`config.mk`:
```
export PLATFORM = sky130hd
export DESIGN_NAME = dahcr_top
export DESIGN_NICKNAME = d
export VERILOG_FILES = /design/src/pkg/dahcr_pkg.sv /design/src/design/dahcr_seq.sv /design/src/design/dahcr_top.sv
export VERILOG_INCLUDE_DIRS = /design/src /design/src/pkg
export SDC_FILE = /design/constraint.sdc
export NUM_CORES = 1
export LEC_CHECK = 0
export BUFFER_PORTS_ARGS = -buffer_cell sky130_fd_sc_hd__buf_4
export CORE_MARGIN = 4
export CORE_UTILIZATION = 50
export DETAILED_ROUTE_END_ITERATION = 10
export PLACE_DENSITY = 0.66
export SLEW_MARGIN = 20
export SYNTH_ARGS = -nofsm -noshare
export SYNTH_HDL_FRONTEND = slang
export SYNTH_SLANG_ARGS = --single-unit
export TNS_END_PERCENT = 5
```
`constraint.sdc`:
```
create_clock -name clk -period 13.1 [get_ports clk]
set_clock_uncertainty 0.05 [all_clocks]
set_input_delay 3.93 -clock clk [delete_from_list [all_inputs] [get_ports clk]]
set_output_delay 3.93 -clock clk [all_outputs]
set_load 0.01 [all_outputs]
```
`src/pkg/dahcr_params.svh`:
```
// Constants for the dual converter hold, convert and readout block.
`ifndef DAHCR_PARAMS_SVH
`define DAHCR_PARAMS_SVH

`define DAHCR_CLK_NS 8
`define DAHCR_HOLD_MIN_NS 15
`define DAHCR_HOLD_MIN_CYC ((`DAHCR_HOLD_MIN_NS + `DAHCR_CLK_NS - 1) / `DAHCR_CLK_NS)
`define DAHCR_CONV_CLK_NS 125
`define DAHCR_CONV_TIME_NS 1750
`define DAHCR_ACQ_TIME_NS 250
`define DAHCR_LATCH_HALVES 25
`define DAHCR_BUSY_HALVES 26
`define DAHCR_CONV_HALVES ((2 * `DAHCR_CONV_TIME_NS) / `DAHCR_CONV_CLK_NS)
`define DAHCR_TOTAL_HALVES (`DAHCR_CONV_HALVES + (2 * `DAHCR_ACQ_TIME_NS) / `DAHCR_CONV_CLK_NS)
`define DAHCR_NUM_PAIRS 3
`define DAHCR_NUM_REGS 6
`define DAHCR_DATA_W 12
`define DAHCR_SEL_CYCLE 3'h6
`define DAHCR_SEL_FIFO 3'h7
`define DAHCR_LAST_REG 3'h5
`define DAHCR_FIFO_ROOM 3'h4
`define DAHCR_SYNC_RST 36'h0F8000000

`endif

```
`src/pkg/dahcr_pkg.sv`:
```
// Types for the dual converter hold, convert and readout block.
`default_nettype none
package dahcr_pkg;
    typedef enum logic [2:0] {
        dahcr_st_idle = 3'h1,
        dahcr_st_conv = 3'h2,
        dahcr_st_acq = 3'h4
    } dahcr_state_t;
    typedef enum logic [2:0] {
        dahcr_md_single = 3'h1,
        dahcr_md_cycle = 3'h2,
        dahcr_md_fifo = 3'h4
    } dahcr_mode_t;
    typedef logic [15:0] dahcr_word_t;
endpackage
`default_nettype wire

```
`src/design/dahcr_seq.sv`:
```
// Conversion cycle sequencer paced by half periods of the conversion clock.
`default_nettype none
`include "dahcr_params.svh"
module dahcr_seq (
    input wire logic clk,
    input wire logic reset_n,
    input wire logic ce,
    input wire logic start,
    input wire logic half_tick,
    output var logic busy_n,
    output var logic latch,
    output var logic release_hold,
    output logic ready
);
    localparam int LATCH_H = `DAHCR_LATCH_HALVES;
    localparam int BUSY_H = `DAHCR_BUSY_HALVES;
    localparam int CONV_H = `DAHCR_CONV_HALVES;
    localparam int TOTAL_H = `DAHCR_TOTAL_HALVES;
    dahcr_pkg::dahcr_state_t state;
    logic [5:0] cnt;
    logic [5:0] next_cnt;

    assign next_cnt = cnt + 6'h01;
    assign ready = (state == dahcr_pkg::dahcr_st_idle);

    always_ff @(posedge clk or negedge reset_n) begin
        if (!reset_n) begin
            state <= dahcr_pkg::dahcr_st_idle;
            cnt <= 6'h00;
        end else if (ce) begin
            case (state)
                dahcr_pkg::dahcr_st_idle: begin
                    cnt <= 6'h00;
                    if (start) begin
                        state <= dahcr_pkg::dahcr_st_conv;
                    end
                end
                dahcr_pkg::dahcr_st_conv: begin
                    if (half_tick) begin
                        cnt <= next_cnt;
                        if (next_cnt == 6'(CONV_H)) begin
                            state <= dahcr_pkg::dahcr_st_acq;
                        end
                    end
                end
                dahcr_pkg::dahcr_st_acq: begin
                    if (half_tick) begin
                        cnt <= next_cnt;
                        if (next_cnt == 6'(TOTAL_H)) begin
                            state <= dahcr_pkg::dahcr_st_idle;
                        end
                    end
                end
                default: begin
                    state <= dahcr_pkg::dahcr_st_idle;
                end
            endcase
        end
    end

    always_ff @(posedge clk or negedge reset_n) begin
        if (!reset_n) begin
            busy_n <= 1'b1;
        end else if (ce) begin
            if (ready && start) begin
                busy_n <= 1'b0;
            end else if (state == dahcr_pkg::dahcr_st_conv && half_tick &&
                         next_cnt == 6'(BUSY_H)) begin
                busy_n <= 1'b1;
            end
        end
    end

    always_ff @(posedge clk or negedge reset_n) begin
        if (!reset_n) begin
            latch <= 1'b0;
            release_hold <= 1'b0;
        end else if (ce) begin
            latch <= (state == dahcr_pkg::dahcr_st_conv) && half_tick && next_cnt == 6'(LATCH_H);
            release_hold <= (state == dahcr_pkg::dahcr_st_conv) && half_tick &&
                            next_cnt == 6'(BUSY_H);
        end
    end
endmodule
`default_nettype wire

```
`src/design/dahcr_top.sv`:
```
// Hold strobe queue, result registers and parallel readout of the dual converter.
// Summary of operation
// - A pair strobe falling holds both channels of that pair and starts conversion.
// - Busy goes low at conversion start and returns high 26 half periods later, two before conversion ends.
// - Read and chip select both low put the result word on the output bus.
// - Each cycle spends 1.75 us converting and 0.25 us acquiring at 8 MHz.
// - The conversion clock paces conversions, one result per converter every 2 us.
// - Reads are served while the next conversion is already running.
// - Each of the three pairs has its own independent hold strobe.
// - Strobes pick the input mux pair; all three together sample all six inputs.
// - Results are stored in six output registers.
// - A read word holds valid flag, 3-bit channel address and 12-bit result.
// - Select bits choose single channel, cycle or FIFO read order.
// - FIFO mode lets one pair fill all six registers, three per channel.
// - Pairs held in one cycle convert A, then B, then C; later ones queue.
// - Further strobe falls are ignored until that pair's hold releases as busy returns high, or reset.
// - New results enter their register 12.5 conversion clocks after busy falls.
// - Reset clears the registers, aborts conversion and returns switches to sampling.
`default_nettype none
`include "dahcr_params.svh"
module dahcr_top (
    input wire logic clk,
    input wire logic reset_n,
    input wire logic ce,
    input wire logic conv_clk_pin,
    input wire logic pair_a_sample_strobe_n,
    input wire logic pair_b_sample_strobe_n,
    input wire logic pair_c_sample_strobe_n,
    input wire logic rd_n,
    input wire logic cs_n,
    input wire logic sel_bit0,
    input wire logic sel_bit1,
    input wire logic sel_bit2,
    input wire logic [11:0] adc0_code,
    input wire logic [11:0] adc1_code,
    output logic busy_n,
    output var logic [2:0] pair_hold,
    output var logic [1:0] conv_pair_sel,
    output var logic [15:0] data_out,
    output var logic data_oe_n
);
    logic [35:0] sync1;
    logic [35:0] sync2;
    logic [2:0] hold_q;
    logic clk_q;
    logic act_q;
    logic [2:0] fall;
    logic [2:0] accept;
    logic half_tick;
    logic act;
    logic rd_start;
    logic rd_end;
    logic [1:0] q [0:2];
    logic [1:0] next_q [0:2];
    logic [1:0] len;
    logic [1:0] next_len;
    logic start;
    logic seq_ready;
    logic latch;
    logic release_hold;
    dahcr_pkg::dahcr_word_t word [0:`DAHCR_NUM_REGS-1];
    dahcr_pkg::dahcr_mode_t wr_mode;
    dahcr_pkg::dahcr_mode_t rd_mode;
    dahcr_pkg::dahcr_mode_t next_rd_mode;
    logic [2:0] wr_ptr;
    logic [2:0] rd_ptr;
    logic [2:0] fifo_cnt;
    logic [2:0] cyc_ptr;
    logic [2:0] idx0;
    logic [2:0] idx1;
    logic do_wr;
    logic [2:0] rd_idx;
    logic [2:0] start_idx;
    logic [2:0] cur_idx;

    function automatic dahcr_pkg::dahcr_mode_t dahcr_decode(input logic [2:0] sel);
        case (sel)
            `DAHCR_SEL_CYCLE: dahcr_decode = dahcr_pkg::dahcr_md_cycle;
            `DAHCR_SEL_FIFO: dahcr_decode = dahcr_pkg::dahcr_md_fifo;
            default: dahcr_decode = dahcr_pkg::dahcr_md_single;
        endcase
    endfunction

    function automatic logic [2:0] dahcr_wrap(input logic [2:0] p, input logic [2:0] step);
        logic [3:0] s;
        s = {1'b0, p} + {1'b0, step};
        dahcr_wrap = (s > 4'(`DAHCR_LAST_REG)) ? 3'(s - 4'h6) : s[2:0];
    endfunction

    always_ff @(posedge clk or negedge reset_n) begin
        if (!reset_n) begin
            sync1 <= `DAHCR_SYNC_RST;
            sync2 <= `DAHCR_SYNC_RST;
        end else if (ce) begin
            sync1 <= {3'h0, conv_clk_pin, rd_n, cs_n, pair_c_sample_strobe_n,
                      pair_b_sample_strobe_n, pair_a_sample_strobe_n, sel_bit2, sel_bit1,
                      sel_bit0, adc1_code, adc0_code};
            sync2 <= sync1;
        end
    end

    always_ff @(posedge clk or negedge reset_n) begin
        if (!reset_n) begin
            hold_q <= 3'h7;
            clk_q <= 1'b0;
            act_q <= 1'b0;
        end else if (ce) begin
            hold_q <= sync2[29:27];
            clk_q <= sync2[32];
            act_q <= act;
        end
    end

    assign half_tick = sync2[32] ^ clk_q;
    assign fall = hold_q & ~sync2[29:27];
    assign accept = fall & ~pair_hold;
    assign act = !sync2[31] && !sync2[30];
    assign rd_start = act && !act_q;
    assign rd_end = !act && act_q;
    assign start = ce && seq_ready && (len != 2'h0);

    // Queue in A, B, C order.
    always_comb begin
        next_q = q;
        next_len = len;
        if (start) begin
            next_q[0] = q[1];
            next_q[1] = q[2];
            next_q[2] = 2'h0;
            next_len = len - 2'h1;
        end
        for (int i = 0; i < `DAHCR_NUM_PAIRS; i++) begin
            if (accept[i] && next_len < 2'h3) begin
                next_q[next_len] = 2'(i);
                next_len = next_len + 2'h1;
            end
        end
    end

    always_ff @(posedge clk or negedge reset_n) begin
        if (!reset_n) begin
            for (int i = 0; i < 3; i++) begin
                q[i] <= 2'h0;
            end
            len <= 2'h0;
            conv_pair_sel <= 2'h0;
        end else if (ce) begin
            q <= next_q;
            len <= next_len;
            if (start) begin
                conv_pair_sel <= q[0];
            end
        end
    end

    always_ff @(posedge clk or negedge reset_n) begin
        if (!reset_n) begin
            pair_hold <= 3'h0;
        end else if (ce) begin
            for (int i = 0; i < `DAHCR_NUM_PAIRS; i++) begin
                if (accept[i]) begin
                    pair_hold[i] <= 1'b1;
                end else if (release_hold && conv_pair_sel == 2'(i)) begin
                    pair_hold[i] <= 1'b0;
                end
            end
        end
    end

    dahcr_seq u_seq (
        .clk(clk),
        .reset_n(reset_n),
        .ce(ce),
        .start(start),
        .half_tick(half_tick),
        .busy_n(busy_n),
        .latch(latch),
        .release_hold(release_hold),
        .ready(seq_ready)
    );

    assign wr_mode = dahcr_decode(sync2[26:24]);
    assign next_rd_mode = dahcr_decode(sync2[26:24]);
    assign idx0 = (wr_mode == dahcr_pkg::dahcr_md_fifo) ? wr_ptr : {conv_pair_sel, 1'b0};
    assign idx1 = idx0 + 3'h1;
    assign do_wr = ce && latch &&
                   (wr_mode != dahcr_pkg::dahcr_md_fifo || fifo_cnt <= `DAHCR_FIFO_ROOM);

    always_ff @(posedge clk or negedge reset_n) begin
        if (!reset_n) begin
            for (int r = 0; r < `DAHCR_NUM_REGS; r++) begin
                word[r] <= 16'h0000;
            end
        end else if (ce) begin
            for (int r = 0; r < `DAHCR_NUM_REGS; r++) begin
                if (do_wr && idx0 == 3'(r)) begin
                    word[r] <= {1'b1, conv_pair_sel, 1'b0, sync2[11:0]};
                end else if (do_wr && idx1 == 3'(r)) begin
                    word[r] <= {1'b1, conv_pair_sel, 1'b1, sync2[23:12]};
                end else if (rd_end && rd_idx == 3'(r)) begin
                    word[r][15] <= 1'b0;
                end
            end
        end
    end

    always_ff @(posedge clk or negedge reset_n) begin
        if (!reset_n) begin
            wr_ptr <= 3'h0;
            rd_ptr <= 3'h0;
            fifo_cnt <= 3'h0;
        end else if (ce) begin
            if (do_wr && wr_mode == dahcr_pkg::dahcr_md_fifo) begin
                wr_ptr <= dahcr_wrap(wr_ptr, 3'h2);
            end
            if (rd_end && rd_mode == dahcr_pkg::dahcr_md_fifo && fifo_cnt != 3'h0) begin
                rd_ptr <= dahcr_wrap(rd_ptr, 3'h1);
            end
            fifo_cnt <= fifo_cnt
                + ((do_wr && wr_mode == dahcr_pkg::dahcr_md_fifo) ? 3'h2 : 3'h0)
                - ((rd_end && rd_mode == dahcr_pkg::dahcr_md_fifo && fifo_cnt != 3'h0)
                   ? 3'h1 : 3'h0);
        end
    end

    always_ff @(posedge clk or negedge reset_n) begin
        if (!reset_n) begin
            cyc_ptr <= 3'h0;
        end else if (ce && rd_end && rd_mode == dahcr_pkg::dahcr_md_cycle) begin
            cyc_ptr <= dahcr_wrap(cyc_ptr, 3'h1);
        end
    end

    always_comb begin
        case (next_rd_mode)
            dahcr_pkg::dahcr_md_cycle: start_idx = cyc_ptr;
            dahcr_pkg::dahcr_md_fifo: start_idx = rd_ptr;
            default: start_idx = sync2[26:24];
        endcase
    end
    assign cur_idx = rd_start ? start_idx : rd_idx;

    always_ff @(posedge clk or negedge reset_n) begin
        if (!reset_n) begin
            rd_idx <= 3'h0;
            rd_mode <= dahcr_pkg::dahcr_md_single;
            data_out <= 16'h0000;
            data_oe_n <= 1'b1;
        end else if (ce) begin
            if (rd_start) begin
                rd_idx <= start_idx;
                rd_mode <= next_rd_mode;
            end
            if (act) begin
                data_out <= word[cur_idx];
            end
            data_oe_n <= !act;
        end
    end
endmodule
`default_nettype wire

```
==> impl_summary.txt <==
----------------------------------------------------
[Placement]
  Placer Congestion ... 0.811
  HPWL after DPL ... 13600 µm
  Port Buffers ... 58
  Placed Instances ... 1114
  Worst setup slack before clock tree synthesis ... 3670 ps
  Instance area at placement ... 0.0109 mm²

[Floorplanning]
  Die Footprint ... 0.0229 mm²
  Number of top-level pins ... 59
  Standard cell core area ... 0.0202 mm²
  Starting Density ... 50.8%
  Die width ... 151 µm
  Site row count ... 52
  Die height ... 151 µm

[Worst setup path]
  CP Data Required Time ... 13430 ps
  Critical path type ... in -> reg
  CP endpoint kind ... flip-flop
  Sort of element at the start of the critical path ... input port
  Setup slack on the worst flop-to-flop path ... 7360 ps
  Critical Path Fanout Max ... 46
  Crit path DAT ... 9270 ps

[Synth]
  Unique masters post-synth ... 66
  Flop and latch count out of synthesis ... 220
  Largest area contributor in the netlist ... sky130_fd_sc_hd__dfrtp_1
  Synthesized area per cell ... 12.5 µm²
  Number of synthesized flops with an enable pin ... 0
  Most repeated cell in the gate-level netlist after synthesis ... sky130_fd_sc_hd__dfrtp_1
  Gate Count Post-Synth ... 818
  Post-synthesis sequential area ratio ... 53.9%
  Mapped Nets ... 879
  Post-synth top cells ... sky130_fd_sc_hd__dfrtp_1, sky130_fd_sc_hd__mux2_2, sky130_fd_sc_hd__nand2_1
  Ys Warns ... 0
  Cell area after synthesis ... 0.0103 mm²
  Synth top area cells ... sky130_fd_sc_hd__dfrtp_1, sky130_fd_sc_hd__mux2_2, sky130_fd_sc_hd__dfstp_2
  Flip-flop cell with the highest count after synthesis ... sky130_fd_sc_hd__dfrtp_1
  Async set-reset flop share out of synthesis ... 100%
  Fraction of post-synthesis cell area in the top cell type by area ... 49.5%

[Timing]
  Max-slew violations ... 0
  RSZ-0062 raised after global routing ... no
  Final worst slack ... 4160 ps
  Period utilisation layout ... 68.2%
  Final hold viol count ... 0
  Setup-failing EPs final ... 0
  Timing-limited maximum frequency ... 112 MHz
  Period minus WS final ... 8940 ps
  Total Negative Setup Slacks ... 0 ps
  Relative slew margins ... 26.8%
  Worst Tran Pin Value ... 1090 ps

[Routing]
  Number of nets with antenna violations after routing ... 0
  Iteration-0 DRC Markers ... 328
  Routed wire per std cell ... 18.3 µm
  Count of TritonRoute iterations in the first routing pass ... 4
  Avg Vias per Cell ... 5.50
  Residual DRC ... 0
  Count of vias placed by the detailed router ... 6382
  Overall routed net length ... 21300 µm

[Finish]
  Summed area of non-filler cells in the final layout ... 0.0117 mm²
  Final nets ... 932
  Non-filler instance count after layout ... 1160
  Finished Core Util ... 58.2%
  Fraction of layout instances using a drive strength above 1 ... 35.1%
  Number of inserted diodes ... 0
  Relative area change from synthesis to final layout ... 14.5%

[Global route]
  Overall global routing resource usage ... 19.0%
  Antenna violations before repair ... 0
  Global-route wire length before repair ... 34900 µm
  Via count of the first global-routing pass ... 6630
  Leftover overflow at the end of global routing ... 0
  Maximum number of pins on one net before global-route repair ... 101

[Clock tree]
  Clk root buf ... sky130_fd_sc_hd__clkbuf_16
  Source-to-sink clock delay at the later pin of the worst-skew pair ... 510 ps
  Clock tree from TritonCTS ... built
  CTS H-tree depth ... 1
  Bufs on Longest Clock Path ... 3
  Hold buffers post-CTS ... 0
  Clock-pin slew of the registers on the worst-case setup and hold paths ... 60 ps
  Total CTS buffers ... 25
  Clock sinks ... 220
  Number of gates resized after CTS ... 0
  Buffer count from post-CTS setup fixing ... 0

[Run status]
  Run status ... completed

[Run]
  Max Cap Violations ... 0

[Hold path]
  Classification of the worst-slack hold path ... reg -> reg

[Pwr]
  Peak supply drop ... 104 µV
  Power density of the placed cells ... 174 mW/mm²
  Leakage component of the power ... 0.00549 µW

----------------------------------------------------
[registers in the layout, summed over array words and instances, names as in the netlist, 6 cells and up]
name	flops
sync2	33
word	90
q	6
data_out	16
sync1	33
u_seq.cnt	6
[cell usage in the layout, fill, tap and decap left out, drive strengths merged, types with 3 or more instances in the layout]
master   netlist  layout
a21oi         41      41
a22o           6       6
a31oi          5       5
and2           7       7
and3           5       5
buf           17      66
clkbuf        23      38
clkinv         0       5
dfrtp        203     203
dfstp         17      17
ha            25      25
inv           27      28
mux2         167     167
mux2i         31      31
nand2         52      52
nand2b        10      10
nand3         12      12
nor2          34      34
nor2b          6       6
nor3          14      14
nor3b          4       4
nor4           3       3
nor4b          3       3
o21ai         22      22
o22a          15      15
o2bb2ai        3       3
o31ai         10      10
or3            5       5
xnor2         12      12
xor2           9       9
[power by group]
| part | leakage [µW] | total (µW) | switching [µW] | internal, µW |
|---|---|---|---|---|
| registers | 0.00280 | 858 | 91.0 | 767 |
| logic | 0.00228 | 496 | 278 | 218 |
| clock network | 0.000410 | 688 | 272 | 417 |
| total | 0.00549 | 2040 | 641 | 1400 |
[worst paths after layout]
kind / from / endpoint / cells past startpoint
max: ce / q[4]$_DFFE_PN0P_ / 18
min: word[12]$_DFFE_PN0P_ / word[12]$_DFFE_PN0P_ / 1
max reg2reg: u_seq.state[0]$_DFFE_PN1P_ / q[4]$_DFFE_PN0P_ / 17
min reg2reg: word[12]$_DFFE_PN0P_ / word[12]$_DFFE_PN0P_ / 1
max in group asynchronous: reset_n / word[49]$_DFFE_PN0P_ / 2
min in group asynchronous: reset_n / sync1[9]$_DFFE_PN0P_ / 1
[final cells by class]
class / instances / area (µm²)
well taps: 270 / 338
flip-flops and latches: 220 / 5530
multi-input cells: 531 / 4430
clock buffers: 38 / 754
repair buffers: 66 / 503
fillers: 1677 / 8430
clock inverters: 8 / 75.1
inverters: 27 / 106
[per-stage QoR]
| step | total power [µW] | hold WS (ps) |
|---|---|---|
| after floorplan | 1200 | 380 |
| after global placement | 1340 | 397 |
| after detailed placement | 1370 | 403 |
| after CTS | 2060 | 416 |
| after global routing | 2160 | 452 |
| final | 2040 | 414 |
[logic make-up after synthesis]
kind of cell	synth area share, %
and+or+nand+nor	8.09
AOI/OAI and AO/OA	8.18
DFF	53.9
buffers and inverters	3.06
muxes	21.4
adders and majority gates	3.05
xor gates and xnor gates	2.34
[worst max-delay path: stages]
cell                       delay, ps
sky130_fd_sc_hd__buf_4           400
sky130_fd_sc_hd__nor2b_1         290
sky130_fd_sc_hd__and2_1          410
sky130_fd_sc_hd__xnor2_4         180
sky130_fd_sc_hd__inv_4            60
sky130_fd_sc_hd__ha_1            230
sky130_fd_sc_hd__nor4b_4         490
sky130_fd_sc_hd__xnor2_2         230
sky130_fd_sc_hd__inv_4            90
sky130_fd_sc_hd__ha_1            240
sky130_fd_sc_hd__nor4b_1         870
sky130_fd_sc_hd__nor4_1          190
sky130_fd_sc_hd__or2_2           390
sky130_fd_sc_hd__ha_1            200
sky130_fd_sc_hd__nor3_1          590
sky130_fd_sc_hd__nand2_1         170
sky130_fd_sc_hd__nor3_1          170
sky130_fd_sc_hd__a211oi_1        100
[routing by layer]
metal	up-vias	part of all wire [%]	global-route usage [%]
met5	-	0	0
met4	0	1.4	4.08
met3	28	3.7	2.75
met2	106	48	31.3
met1	3228	47	27.0
li1	3020	-	-
Power figures use the tool's default switching activity.
